===== config.mk =====
export PLATFORM = sky130hd
export DESIGN_NAME = adis_input_select
export DESIGN_NICKNAME = d
export VERILOG_FILES = /design/src/hw/adis_pkg.sv /design/src/hw/adis_input_select.sv
export SDC_FILE = /design/constraint.sdc
export NUM_CORES = 1
export LEC_CHECK = 0
export BUFFER_PORTS_ARGS = -buffer_cell sky130_fd_sc_hd__buf_2
export CAP_MARGIN = 20
export CORE_UTILIZATION = 57
export DETAILED_ROUTE_END_ITERATION = 7
export PLACE_DENSITY = 0.8
export SLEW_MARGIN = 20
export SYNTH_ARGS = -nofsm -noshare
export SYNTH_HDL_FRONTEND = slang
export SYNTH_SLANG_ARGS = --single-unit

===== constraint.sdc =====
create_clock -name sys_clk_i -period 2.6 [get_ports sys_clk_i]
set_clock_uncertainty 0.2 [all_clocks]
set_input_delay 0.39 -clock sys_clk_i [delete_from_list [all_inputs] [get_ports sys_clk_i]]
set_output_delay 0.39 -clock sys_clk_i [all_outputs]
set_load 0.005 [all_outputs]

===== src/hw/adis_pkg.sv =====
// Package: register map, field layout and types of the converter input select
`default_nettype none
package adis_pkg;

	// ------------------------------------------------------------
	// Register addresses
	// ------------------------------------------------------------
	localparam logic [7:0] ADDR_PRELOAD_LOW   = 8'h00;
	localparam logic [7:0] ADDR_PRELOAD_HIGH  = 8'h01;
	localparam logic [7:0] ADDR_CONV_CTRL_A   = 8'h02;
	localparam logic [7:0] ADDR_CONV_CTRL_B   = 8'h03;
	localparam logic [7:0] ADDR_FIRST_CHAN    = 8'h04;
	localparam logic [7:0] ADDR_SECOND_CHAN   = 8'h05;
	localparam logic [7:0] ADDR_PIN_FUNC_LOW  = 8'h06;
	localparam logic [7:0] ADDR_PIN_FUNC_HIGH = 8'h07;
	localparam logic [7:0] ADDR_PULL_UP_LOW   = 8'h08;
	localparam logic [7:0] ADDR_PULL_UP_HIGH  = 8'h09;
	localparam logic [7:0] ADDR_PORT_DIR_LOW  = 8'h0a;
	localparam logic [7:0] ADDR_PORT_DIR_HIGH = 8'h0b;
	localparam logic [7:0] ADDR_ROUTE_STATUS  = 8'h0c;

	// ------------------------------------------------------------
	// Field positions and widths
	// ------------------------------------------------------------
	localparam int EXT_CHAN_LSB     = 0;
	localparam int INPUT_KIND_LSB   = 0;
	localparam int REF_SRC_LSB      = 3;
	localparam int CHAN_SIG_LSB     = 0;
	localparam int CHAN_SRC_BIT     = 4;
	localparam int TWO_CHAN_EN_BIT  = 5;
	localparam int NUM_AN           = 11;
	localparam int REF_PIN_FUNC_BIT = 3;

	// ------------------------------------------------------------
	// Codes and reset values
	// ------------------------------------------------------------
	localparam logic [3:0] LAST_EXT_CODE = 4'ha;
	localparam logic [2:0] KIND_EXT      = 3'h0;
	localparam logic [2:0] KIND_BANDGAP  = 3'h1;
	localparam logic [2:0] KIND_OPA_MAIN = 3'h2;
	localparam logic [2:0] KIND_OPA_AUX  = 3'h3;
	localparam logic [2:0] KIND_VSS      = 3'h4;
	localparam logic [3:0] SIG_OPA_MAIN  = 4'h1;
	localparam logic [3:0] SIG_OPA_AUX   = 4'h2;
	localparam logic [3:0] SIG_VSS       = 4'h3;
	localparam logic [1:0] REF_VDD       = 2'h1;
	localparam logic [7:0] RESET_BYTE    = 8'h00;

	typedef struct packed {
		logic [7:0] addr;
		logic [7:0] wdata;
		logic       wr;
		logic       rd;
	} adis_bus_req_t;

	typedef struct packed {
		logic [10:0] ext;
		logic        bandgap;
		logic        opa_main;
		logic        opa_aux;
		logic        vss;
	} adis_route_t;

	typedef struct packed {
		logic [10:0] analog;
		logic [10:0] pull_up;
		logic [10:0] out_en;
		logic        ref_pin_analog;
	} adis_pin_t;

endpackage
`default_nettype wire


===== src/hw/adis_input_select.sv =====
// Converter input select, reference select and buffered timer preload access
`timescale 1ns/10ps
`default_nettype none
module adis_input_select
(
	input  wire logic                   sys_clk_i,
	input  wire logic                   reset_i,
	input  wire adis_pkg::adis_bus_req_t bus_req_i,
	output logic [7:0]                  bus_rdata_o,
	input  wire logic                   second_chan_active_i,
	output logic [15:0]                 preload_o,
	output adis_pkg::adis_route_t       route_o,
	output logic                        ref_ext_sw_o,
	output logic                        ref_vdd_sw_o,
	output logic                        two_chan_auto_en_o,
	output adis_pkg::adis_pin_t         pin_o
);

	// ------------------------------------------------------------
	// State
	// ------------------------------------------------------------
	typedef struct packed {
		logic [7:0]           preload_low_buf;
		logic [7:0]           preload_low_reg;
		logic [7:0]           preload_high_reg;
		logic [3:0]           ext_channel_sel;
		logic [2:0]           input_kind_sel;
		logic [1:0]           ref_source_sel;
		logic                 two_chan_auto_en;
		logic [4:0]           first_chan_sel;
		logic [4:0]           second_chan_sel;
		logic [7:0]           pin_func_sel_low;
		logic [3:0]           pin_func_sel_high;
		logic [10:0]          pull_up;
		logic [10:0]          port_dir;
		logic [7:0]           rdata;
		adis_pkg::adis_route_t route;
		logic                 ref_ext_sw;
		logic                 ref_vdd_sw;
		adis_pkg::adis_pin_t  pin;
	} adis_state_t;

	adis_state_t state_reg;
	adis_state_t state_next;

	// ------------------------------------------------------------
	// Decoding helpers
	// ------------------------------------------------------------
	// One-hot channel switch; codes past the last input float
	function automatic logic [10:0] ext_decode(input logic [3:0] code);
		logic [10:0] sw;
		sw = 11'h000;
		// Loop keeps every index inside the switch vector
		for (int n = 0; n < adis_pkg::NUM_AN; n++)
		begin
			if (code == 4'(n) && code <= adis_pkg::LAST_EXT_CODE)
			begin
				sw[n] = 1'b1;
			end
		end
		return sw;
	endfunction

	// Manual and 1-channel mode routing
	function automatic adis_pkg::adis_route_t manual_route(
		input logic [2:0] kind,
		input logic [3:0] chan
	);
		adis_pkg::adis_route_t r;
		r = '0;
		// Channel field only counts for the external kinds
		case (kind)
			adis_pkg::KIND_BANDGAP:  r.bandgap  = 1'b1;
			adis_pkg::KIND_OPA_MAIN: r.opa_main = 1'b1;
			adis_pkg::KIND_OPA_AUX:  r.opa_aux  = 1'b1;
			adis_pkg::KIND_VSS:      r.vss      = 1'b1;
			default:                 r.ext = ext_decode(chan);
		endcase
		return r;
	endfunction

	// Two-channel mode routing for one channel selection
	function automatic adis_pkg::adis_route_t auto_route(
		input logic [4:0] sel
	);
		adis_pkg::adis_route_t r;
		logic [3:0]            sig;
		r = '0;
		sig = sel[3:0];
		// Manual fields play no part, so each channel stands alone
		if (sel[adis_pkg::CHAN_SRC_BIT])
		begin
			r.ext = ext_decode(sig);
		end
		else
		begin
			case (sig)
				adis_pkg::SIG_OPA_MAIN: r.opa_main = 1'b1;
				adis_pkg::SIG_OPA_AUX:  r.opa_aux  = 1'b1;
				adis_pkg::SIG_VSS:      r.vss      = 1'b1;
				default:                r.bandgap  = 1'b1;
			endcase
		end
		return r;
	endfunction

	// Reference select: only code 01 uses the supply
	// Codes 00, 10 and 11 all fall back to the pin
	function automatic logic ref_is_vdd(input logic [1:0] code);
		return code == adis_pkg::REF_VDD;
	endfunction

	// ------------------------------------------------------------
	// Pin sharing overrides
	// ------------------------------------------------------------
	// Done in hardware so software need not program the port first
	wire logic [10:0] func_analog;
	wire logic [10:0] pull_up_eff;
	wire logic [10:0] out_en_eff;

	assign func_analog = {state_reg.pin_func_sel_high[2:0],
		state_reg.pin_func_sel_low};

	// One slice per shared pin
	generate
		for (genvar n = 0; n < adis_pkg::NUM_AN; n++)
		begin : g_pin
			assign pull_up_eff[n] =
				state_reg.pull_up[n] & ~func_analog[n];
			assign out_en_eff[n] =
				state_reg.port_dir[n] & ~func_analog[n];
		end
	endgenerate

	// ------------------------------------------------------------
	// Bus request fields
	// ------------------------------------------------------------
	logic       wr;
	logic       rd;
	logic [7:0] addr;
	logic [7:0] wdata;

	assign wr = bus_req_i.wr;
	assign rd = bus_req_i.rd;
	assign addr = bus_req_i.addr;
	assign wdata = bus_req_i.wdata;

	// ------------------------------------------------------------
	// Next-state logic
	// ------------------------------------------------------------
	adis_pkg::adis_route_t sel_route;

	always_comb
	begin
		state_next = state_reg;
		// Read data fall back to zero outside the read slot
		state_next.rdata = adis_pkg::RESET_BYTE;

		// Register writes
		if (wr)
		begin
			if (addr == adis_pkg::ADDR_PRELOAD_LOW)
			begin
				state_next.preload_low_buf = wdata;
			end
			else if (addr == adis_pkg::ADDR_PRELOAD_HIGH)
			begin
				state_next.preload_high_reg = wdata;
				state_next.preload_low_reg = state_reg.preload_low_buf;
			end
			else if (addr == adis_pkg::ADDR_CONV_CTRL_A)
			begin
				state_next.ext_channel_sel = wdata[adis_pkg::EXT_CHAN_LSB +: 4];
			end
			else if (addr == adis_pkg::ADDR_CONV_CTRL_B)
			begin
				state_next.input_kind_sel =
					wdata[adis_pkg::INPUT_KIND_LSB +: 3];
				state_next.ref_source_sel = wdata[adis_pkg::REF_SRC_LSB +: 2];
			end
			else if (addr == adis_pkg::ADDR_FIRST_CHAN)
			begin
				state_next.two_chan_auto_en =
					wdata[adis_pkg::TWO_CHAN_EN_BIT];
				state_next.first_chan_sel = wdata[4:0];
			end
			else if (addr == adis_pkg::ADDR_SECOND_CHAN)
			begin
				state_next.second_chan_sel = wdata[4:0];
			end
			else if (addr == adis_pkg::ADDR_PIN_FUNC_LOW)
			begin
				state_next.pin_func_sel_low = wdata;
			end
			else if (addr == adis_pkg::ADDR_PIN_FUNC_HIGH)
			begin
				state_next.pin_func_sel_high = wdata[3:0];
			end
			else if (addr == adis_pkg::ADDR_PULL_UP_LOW)
			begin
				state_next.pull_up[7:0] = wdata;
			end
			else if (addr == adis_pkg::ADDR_PULL_UP_HIGH)
			begin
				state_next.pull_up[10:8] = wdata[2:0];
			end
			else if (addr == adis_pkg::ADDR_PORT_DIR_LOW)
			begin
				state_next.port_dir[7:0] = wdata;
			end
			else if (addr == adis_pkg::ADDR_PORT_DIR_HIGH)
			begin
				state_next.port_dir[10:8] = wdata[2:0];
			end
		end

		// Register reads; data stands in the following cycle only
		if (rd)
		begin
			if (addr == adis_pkg::ADDR_PRELOAD_LOW)
			begin
				state_next.rdata = state_reg.preload_low_buf;
			end
			else if (addr == adis_pkg::ADDR_PRELOAD_HIGH)
			begin
				state_next.rdata = state_reg.preload_high_reg;
				// Freezes the low byte so a later low read stays coherent
				state_next.preload_low_buf = state_reg.preload_low_reg;
			end
			else if (addr == adis_pkg::ADDR_CONV_CTRL_A)
			begin
				state_next.rdata = {4'h0, state_reg.ext_channel_sel};
			end
			else if (addr == adis_pkg::ADDR_CONV_CTRL_B)
			begin
				state_next.rdata = {3'h0, state_reg.ref_source_sel,
					state_reg.input_kind_sel};
			end
			else if (addr == adis_pkg::ADDR_FIRST_CHAN)
			begin
				state_next.rdata = {2'h0, state_reg.two_chan_auto_en,
					state_reg.first_chan_sel};
			end
			else if (addr == adis_pkg::ADDR_SECOND_CHAN)
			begin
				state_next.rdata = {3'h0, state_reg.second_chan_sel};
			end
			else if (addr == adis_pkg::ADDR_PIN_FUNC_LOW)
			begin
				state_next.rdata = state_reg.pin_func_sel_low;
			end
			else if (addr == adis_pkg::ADDR_PIN_FUNC_HIGH)
			begin
				state_next.rdata = {4'h0, state_reg.pin_func_sel_high};
			end
			else if (addr == adis_pkg::ADDR_PULL_UP_LOW)
			begin
				state_next.rdata = state_reg.pull_up[7:0];
			end
			else if (addr == adis_pkg::ADDR_PULL_UP_HIGH)
			begin
				state_next.rdata = {5'h00, state_reg.pull_up[10:8]};
			end
			else if (addr == adis_pkg::ADDR_PORT_DIR_LOW)
			begin
				state_next.rdata = state_reg.port_dir[7:0];
			end
			else if (addr == adis_pkg::ADDR_PORT_DIR_HIGH)
			begin
				state_next.rdata = {5'h00, state_reg.port_dir[10:8]};
			end
			else if (addr == adis_pkg::ADDR_ROUTE_STATUS)
			begin
				// Live routing: ref switch, internal sources, any external
				state_next.rdata = {2'h0, state_reg.ref_vdd_sw,
					state_reg.route.bandgap, state_reg.route.opa_main,
					state_reg.route.opa_aux, state_reg.route.vss,
					|state_reg.route.ext};
			end
		end

		// Converter input multiplexer
		if (state_reg.two_chan_auto_en)
		begin
			if (second_chan_active_i)
			begin
				sel_route = auto_route(state_reg.second_chan_sel);
			end
			else
			begin
				sel_route = auto_route(state_reg.first_chan_sel);
			end
		end
		else
		begin
			sel_route = manual_route(state_reg.input_kind_sel,
				state_reg.ext_channel_sel);
		end
		// Internal picks carry an all-zero external vector by construction
		if (sel_route.bandgap | sel_route.opa_main | sel_route.opa_aux |
			sel_route.vss)
		begin
			sel_route.ext = 11'h000;
		end
		state_next.route = sel_route;

		// Reference switches; never both closed
		state_next.ref_vdd_sw = ref_is_vdd(state_reg.ref_source_sel);
		state_next.ref_ext_sw = !ref_is_vdd(state_reg.ref_source_sel);

		// Pin sharing overrides
		state_next.pin.analog = func_analog;
		state_next.pin.pull_up = pull_up_eff;
		state_next.pin.out_en = out_en_eff;
		// External reference relies on software freeing the pin first
		state_next.pin.ref_pin_analog =
			state_reg.pin_func_sel_high[adis_pkg::REF_PIN_FUNC_BIT];
	end

	// ------------------------------------------------------------
	// State register
	// ------------------------------------------------------------
	// Preload powers up undefined; cleared here so reset is repeatable
	always_ff @(posedge sys_clk_i)
	begin
		if (reset_i)
		begin
			state_reg <= '0;
			state_reg.ref_ext_sw <= 1'b1;
		end
		else
		begin
			state_reg <= state_next;
		end
	end

	// ------------------------------------------------------------
	// Outputs
	// ------------------------------------------------------------
	assign bus_rdata_o = state_reg.rdata;
	assign preload_o = {state_reg.preload_high_reg, state_reg.preload_low_reg};
	assign route_o = state_reg.route;
	assign ref_ext_sw_o = state_reg.ref_ext_sw;
	assign ref_vdd_sw_o = state_reg.ref_vdd_sw;
	assign two_chan_auto_en_o = state_reg.two_chan_auto_en;
	assign pin_o = state_reg.pin;

endmodule
`default_nettype wire


* Word-level counts from Yosys, hierarchy flattened
Cells that the tools add are included.
** Word-level totals
- Latch bits :: 0
- Memories :: 0
- Bits in read-only memories :: 0
- Input bits :: 21
- RAM bits :: 0
- Register bits :: 137
- Logic and storage cells :: 273
- Output and inout bits :: 76
** Cells by class
- $mul :: 0
- Reduce and logical (&&, ||, !) cells :: 55
- Bitwise gates (word level) :: 48
- $lt $le $gt $ge :: 3
- Multiplexer cells :: 93
- Add/sub/neg operators :: 0
- Shifts and indexed selects :: 0
- Eq/ne operators :: 47
- Div/mod/pow operators :: 0
** Operators by type and width (number)
- $mux W8 :: 18
- $mux W78 :: 1
- $mux W70 :: 1
- $mux W11 :: 5
- $mux W54 :: 1
- $mux W50 :: 1
- $eq A4 B3 Y1 const B :: 12
- $mux W1 :: 45
- $mux W45 :: 1
- $eq A8 B4 Y1 const B :: 5
- $mux W39 :: 1
- $eq A4 B4 Y1 const B :: 9
- $mux W34 :: 1
- $logic_and A1 B1 Y1 :: 33
- $eq A8 B3 Y1 const B :: 4
- $mux W15 :: 2
- $mux W26 :: 1
- $eq A4 B2 Y1 const B :: 6
- $not A1 Y1 :: 23
- $and A1 B1 Y1 :: 22
- $mux W22 :: 1
- $mux W6 :: 3
- $eq A8 B2 Y1 const B :: 2
- $mux W16 :: 1
- 29 further kinds :: 47

* Logic depth before layout (Yosys ltp)
Gate-level depths: netlist of the first run.
- Depth after elaboration :: 17
- Gate-level depth with buffers :: 8
- Mapped depth without buffers :: 5

* Worst setup path before layout of the first run
No wires, ideal clock.
- Path type :: input to register
- Start point :: input port bus_req_i[15] (netlist bit)
- End point :: register state_reg[106] (netlist bit)
- Required time :: 2272 ps
- Cell stages on the path :: 8
- Arrival :: 2030 ps
- Setup time :: 128 ps
- Path buffers :: 3
- Setup slack :: 242 ps
- Cell sequence :: or4_4 buf_6 or3_1 buf_2 or2_1 buf_6 mux2i_1 nor2_1
** Between the ends
- Cells in the longest elaborated chain, start to end :: 3
- Elaborated cells on any way between the ends :: 8
- Those cells by class :: 3 x eq/ne; 3 x bitwise; 2 x reduce/logical
** RTL lines
- start: declaration :: RTL line adis_input_select.sv:8 : input wire adis_pkg::adis_bus_req_t bus_req_i,
- $eq A8 B2 Y1 (tied with other cells) :: RTL line adis_input_select.sv:171 : else if (addr == adis_pkg::ADDR_CONV_CTRL_A)
- $not A1 Y1 (no source line)
- $reduce_and A5 Y1 (no source line) *
- end signal: assignment :: RTL line adis_input_select.sv:333 : state_reg <= state_next;
- end: declaration :: RTL line adis_input_select.sv:43 : adis_state_t state_reg;
Every way passes the cells marked *; elsewhere a longest branch is shown, timed or not.
A chain may end at the register's enable or synchronous reset.

* Final worst setup path of the first run
- Start point :: register state_reg[94] (netlist bit)
- End point :: register state_reg (netlist bit route_o[5])
** Between the ends
- Cells in the longest elaborated chain, start to end :: 10
- Elaborated cells on any way between the ends :: 19
- Those cells by class :: 1 x order compare; 3 x eq/ne; 9 x mux; 3 x bitwise; 3 x reduce/logical
** RTL lines
- $eq A4 B1 Y1 / $eq A4 B2 Y1 (equally long branches) :: RTL line adis_input_select.sv:56, adis_input_select.sv:97
- $reduce_or A3 Y1 (no source line)
- $mux W1 :: RTL line adis_input_select.sv:97 : case (sig)
- $mux W4 :: RTL line adis_input_select.sv:91 : if (sel[adis_pkg::CHAN_SRC_BIT])
- $mux W15 * :: RTL line adis_input_select.sv:285 : if (second_chan_active_i)
- $mux W15 * :: RTL line adis_input_select.sv:283 : if (state_reg.two_chan_auto_en)
- $or A1 B1 Y1 (3 in series) :: RTL line adis_input_select.sv:300 : if (sel_route.bandgap | sel_route.opa_main | sel_route.opa_aux |
- $reduce_or A2 Y1 (no source line)
Marked as above.

==> impl_metrics.csv, run 1 <==
group,metric,value,unit
route,drt_first_pass_iters,7,
layout,finalCoreUtilization,65.9,%
global_routing,grt_remaining_overflow,0,
sta,layout_worst_path_cycle_share,86.5,%
yosys,synth.avg_cell_area,8.40,sq um
status,run_status,"completed",
worst_setup_path,cp.arrival,2.36,ns
worst_setup_path,critPathCaptureType,"register",
cts,number_of_buffers_inserted_during_clock_tree_synthesis,17,
route,drt-initial-drc-count,651,
sta,accumulated_negative_setup_slack,0,ns
yosys,synth_top_flop_cell,"sky130_fd_sc_hd__dfxtp_1",
worst_setup_path,critical_path.startpoint,"state_reg[94]",
sta,final_critical_path_required_period,2.25,ns
layout,nFillCells,920,
run,max-cap-violations,0,
layout,num_antenna_cells,0,
cts,cts_setup_buffers,0,
cts,max-clock-path-buffers,2,
yosys,synth_seq_area_share,42.6,%
route,postRouteWirelength,17.0,mm
route,avgViaCountPerCell,5.97,
sta,relative_slew_slack,55.7,%
yosys,synth-edff-count,0,
yosys,ys_top_cells_by_area,"sky130_fd_sc_hd__dfxtp_1, sky130_fd_sc_hd__buf_4, sky130_fd_sc_hd__mux2i_1, sky130_fd_sc_hd__nand2_1, sky130_fd_sc_hd__a21oi_1",
yosys,ys_async_sr_fraction,0,%
worst_setup_path,worst_ep_required,2.71,ns
layout,drive_gt1_share,21.5,%
place,buffer_ports.inserted,96,
cts,clkSinkCount,137,
yosys,count_of_distinct_cell_types_in_the_synthesized_netlist,59,
floorplanning,die_w,108,microns
layout,finish.net_count,811,
cts,cts_tree,"yes",
layout,area_growth_syn_to_layout,11.9,%
sta,rsz0062_at_grt,"no",
global_routing,grt_max_degree,73,
min_path,holdCritPathClass,"primary input to register",
power_and_ir_drop,total_leakage_power,2.87,nW
cts,h_tree_lvls,4,
route,route.detailed.wl_per_inst,18.0,microns
floorplanning,num_io_pins,97,
floorplanning,die_area,0.0117,sq mm
layout,mostFrequentLayoutCell,"sky130_fd_sc_hd__dfxtp_1",
yosys,synth_area,0.00644,sq mm
worst_setup_path,timing.critical_path.from_type,"register",
sta,timing_limited_maximum_frequency,445,MHz
cts,cts_hold_buf,0,
floorplanning,chipHeight,108,microns
yosys,synth_top_cell_area_share,42.6,%
global_routing,grt_first_pass_wirelength,27.6,mm
sta,setup_viol_count_final,0,
yosys,synth.net_count,787,
floorplanning,floorplan.initialDensity,58.9,%
cts,clk_transition_reported_paths,0.06,ns
layout,largest_register_ffs,49,
global_routing,globalRouteTotalUtil,31.3,%
yosys,yosys_warnings,0,
yosys,synth.largest_area_cell,"sky130_fd_sc_hd__dfxtp_1",
global_routing,antenna_found_initial,0,
route,via_count,5628,
worst_setup_path,path_class,"register to register",
route,drc_errors,0,
power_and_ir_drop,worst_ir_drop_vdd,0.474,mV
cts,cts.repair.resized,0,
sta,final_hold_viol_count,0,
floorplanning,row_count,38,
worst_setup_path,r2r_start,"state_reg[94]",
place,dp_hpwl,11.9,mm
yosys,synth-seq-cells,137,
cts,worst_skew_pair.late_latency,0.43,ns
min_path,worstHoldStart,"bus_req_i[8]",
sta,report.final.slew_viol_count,0,
place,gp_congestion,0.926,
layout,final_cell_mix,"sky130_fd_sc_hd__dfxtp_1, sky130_fd_sc_hd__buf_2, sky130_fd_sc_hd__nand2_1",
yosys,synthCells,766,
worst_setup_path,critical_path_peak_fanout,11,
power_and_ir_drop,p_per_area,667,mW/mm^2
sta,tightestPinTransition,0.647,ns
cts,clock-root-buffer,"sky130_fd_sc_hd__clkbuf_16",
route,route.antenna.remaining_nets,0,
floorplanning,design.core.area,0.0109,sq mm
global_routing,number_of_global_route_vias_before_repair,5210,
## per-layer routing
metal / track usage (%) / up-vias / routed length, microns / part of all wire [%]
li1: - / 2665 / - / -
met1: 42.8 / 2629 / 7410 / 44
met2: 46.9 / 292 / 7810 / 46
met3: 7.29 / 42 / 1410 / 8.3
met4: 14.0 / 0 / 398 / 2.3
met5: 0 / - / 0 / 0
## path summary, 6_finish.rpt
check                   to  slack (ns)  cells past startpoint
max reg2reg     route_o[5]        0.35                      5
min reg2reg   preload_o[5]        0.27                      2
max             route_o[5]        0.35                      5
min          preload_o[14]        0.06                      3
## Yosys cell counts (all sizes together) (3+ instances only)
| cell type | count |
|---|---|
| or2 | 3 |
| nor3b | 25 |
| buf | 88 |
| nor3 | 22 |
| inv | 9 |
| nand2b | 9 |
| mux2i | 39 |
| a211oi | 13 |
| clkbuf | 38 |
| a31oi | 3 |
| dfxtp | 137 |
| nand3 | 25 |
| o32ai | 4 |
| nor4 | 3 |
| o211ai | 4 |
| a22oi | 13 |
| and3 | 8 |
| mux2 | 3 |
| a21oi | 65 |
| nor2b | 20 |
| or3 | 3 |
| nor2 | 61 |
| nand2 | 93 |
| or4 | 3 |
| o21ai | 25 |
| o22ai | 17 |
## cells by family after synthesis
group	share of synthesized area (%)
flip-flops	42.6
AO/OA/AOI/OAI	15.6
AND/OR/NAND/NOR	22.5
buffers and inverters	12.7
multiplexers	6.59
## through the flow
step / hold slack (ns) / power, mW / area (sq um) / worst slack [ns] / std cells
finish: 0.0583 / 4.81 / 7200 / 0.352 / 943
global route: 0.0634 / 4.95 / 7200 / 0.233 / 943
CTS: 0.0420 / 4.82 / 7200 / 0.465 / 943
detailed placement: 0.262 / 2.35 / 6590 / 0.104 / 911
global placement: 0.256 / 2.35 / 6590 / 0.113 / 911
floorplan: 0.233 / 2.27 / 6440 / 0.242 / 766
## worst max-delay path, cell delays in order, from the launching register on
cell,delay [ns]
sky130_fd_sc_hd__dfxtp_1,0.51
sky130_fd_sc_hd__or2_2,0.22
sky130_fd_sc_hd__a21oi_1,0.07
sky130_fd_sc_hd__o21ai_0,0.34
sky130_fd_sc_hd__nand4_1,0.40
sky130_fd_sc_hd__nor3_1,0.39
## area by class of cell
class | instances | area [sq um] | share of cell area (%)
clock inverter | 10 | 141 | 1.96
tap | 140 | 175 | 2.43
timing repair buffer | 131 | 758 | 10.5
clock buffer | 22 | 474 | 6.58
sequential | 137 | 2740 | 38.1
inverter | 10 | 37.5 | 0.521
multi-input combinational | 493 | 2880 | 39.9
## report_power, final
group / internal [mW] / total, mW / switching (mW) / leakage [nW]
combinational: 0.0613 / 0.205 / 0.144 / 1.47
clock: 1.59 / 2.50 / 0.911 / 0.297
sequential: 2.10 / 2.11 / 0.00261 / 1.10
total: 3.75 / 4.81 / 1.06 / 2.87
Power figures use the tool's default switching activity.
==> run 2, diff against run 1 <==
Settings changed: CORE_ASPECT_RATIO from default to 0.7.
==> run 2 against run 1 <==
Effect of this change:
- die area hardly changed
- non-clock buffer count decreased by 10
- critical path type unchanged
- cell area down 1.2%
==> impl_metrics.csv, run 2 (same netlist as run 1, synthesis figures left out) <==
group,metric,value,unit
place,place.detailed.instances,914,
layout,drive_gt1_share,20.5,%
layout,finalCoreUtilization,64.7,%
cts,worst_skew_pair.late_latency,0.42,ns
sta,tightestPinTransition,0.685,ns
layout,mostFrequentLayoutCell,"sky130_fd_sc_hd__dfxtp_1",
power_and_ir_drop,total_power,4.65,mW
route,drc_errors,0,
global_routing,grt_remaining_overflow,0,
sta,fin_ws,0.321,ns
floorplanning,chipHeight,90.9,microns
min_path,holdCritPathClass,"primary input to register",
route,route.antenna.remaining_nets,0,
global_routing,grt_max_degree,73,
floorplanning,die_w,129,microns
layout,nFillCells,890,
sta,setup_viol_count_final,0,
power_and_ir_drop,worst_ir_drop_vdd,0.435,mV
layout,ff_latch_area,0.00274,sq mm
sta,relative_slew_slack,54.3,%
route,drt-initial-drc-count,926,
sta,layout_worst_path_cycle_share,87.7,%
worst_setup_path,timing.critical_path.from_type,"register",
sta,accumulated_negative_setup_slack,0,ns
power_and_ir_drop,p_per_area,653,mW/mm^2
route,via_count,5683,
floorplanning,num_io_pins,97,
place,dp_worst_setup_slack,0.0904,ns
sta,timing_limited_maximum_frequency,439,MHz
layout,design_area,0.00712,sq mm
place,placedInstanceArea,0.00654,sq mm
layout,area_growth_syn_to_layout,10.6,%
cts,cts_tree,"yes",
layout,final_cell_mix,"sky130_fd_sc_hd__dfxtp_1, sky130_fd_sc_hd__buf_2, sky130_fd_sc_hd__nand2_1",
place,dp_hpwl,11.9,mm
worst_setup_path,worst_ep_required,2.71,ns
power_and_ir_drop,total_leakage_power,2.81,nW
worst_setup_path,critPathCaptureType,"register",
cts,h_tree_lvls,4,
global_routing,grt_first_pass_wirelength,27.2,mm
cts,clk_transition_reported_paths,0.06,ns
route,postRouteWirelength,17.0,mm
floorplanning,row_count,32,
cts,number_of_buffers_inserted_during_clock_tree_synthesis,17,
sta,final_hold_viol_count,0,
route,drt_first_pass_iters,6,
layout,largest_register_ffs,49,
floorplanning,design.core.area,0.0110,sq mm
run,max-cap-violations,0,
route,avgViaCountPerCell,6.02,
status,run_status,"completed",
global_routing,globalRouteTotalUtil,30.7,%
cts,clkSinkCount,137,
global_routing,number_of_global_route_vias_before_repair,5078,
sta,rsz0062_at_grt,"no",
sta,timing.hold.ws,0.0755,ns
cts,clock-root-buffer,"sky130_fd_sc_hd__clkbuf_16",
sta,report.final.slew_viol_count,0,
floorplanning,floorplan.initialDensity,58.5,%
sta,final_critical_path_required_period,2.28,ns
cts,cts.repair.resized,0,
layout,post_layout_nonfiller_instances,944,
cts,max-clock-path-buffers,2,
place,buffer_ports.inserted,96,
layout,multiInputGateArea,0.00288,sq mm
cts,cts_hold_buf,0,
place,gp_congestion,0.960,
worst_setup_path,cp.arrival,2.39,ns
worst_setup_path,critical_path_peak_fanout,11,
layout,num_antenna_cells,0,
route,route.detailed.wl_per_inst,18.0,microns
layout,finish.net_count,801,
floorplanning,die_area,0.0117,sq mm
global_routing,antenna_found_initial,0,
worst_setup_path,path_class,"register to register",
cts,cts_setup_buffers,0,
==> run 2: where the power goes <==
| part | internal [mW] | switching, mW |
|---|---|---|
| sequential | 2.10 | 0.00282 |
| combinational | 0.0566 | 0.142 |
| clock | 1.46 | 0.887 |
| total | 3.62 | 1.03 |
==> run 2: path summary, 6_finish.rpt <==
path                               startpoint             to  slack [ns]  cells after the start
worst max-delay path            state_reg[93]     route_o[8]        0.32                      5
worst min register to register   preload_o[9]   preload_o[9]        0.27                      2
worst min-delay path             bus_req_i[9]  preload_o[15]        0.08                      3
worst max register to register  state_reg[93]     route_o[8]        0.32                      5
==> run 2: layout make-up <==
class                   count  area share (%)
multi-input cells         493            40.4
flip-flops and latches    137            38.5
repair buffers            121            9.77
clock buffers              20            6.41
well taps                 153            2.69
clock inverters            10            1.69
inverters                  10           0.527
==> run 2: routing by layer <==
| metal | up-vias | share of wire (%) | track usage, % |
|---|---|---|---|
| met5 | - | 0 | 0 |
| met4 | 0 | 2.5 | 11.8 |
| met3 | 43 | 10 | 8.83 |
| met2 | 349 | 43 | 43.0 |
| met1 | 2657 | 44 | 44.1 |
| li1 | 2634 | - | - |
==> run 2: worst max-delay path: stages, from the launching register on <==
cell                      delay (ns)
sky130_fd_sc_hd__dfxtp_1        0.54
sky130_fd_sc_hd__or2_2          0.23
sky130_fd_sc_hd__a21oi_1        0.07
sky130_fd_sc_hd__o21ai_0        0.34
sky130_fd_sc_hd__nand4_1        0.42
sky130_fd_sc_hd__nor3_1         0.38
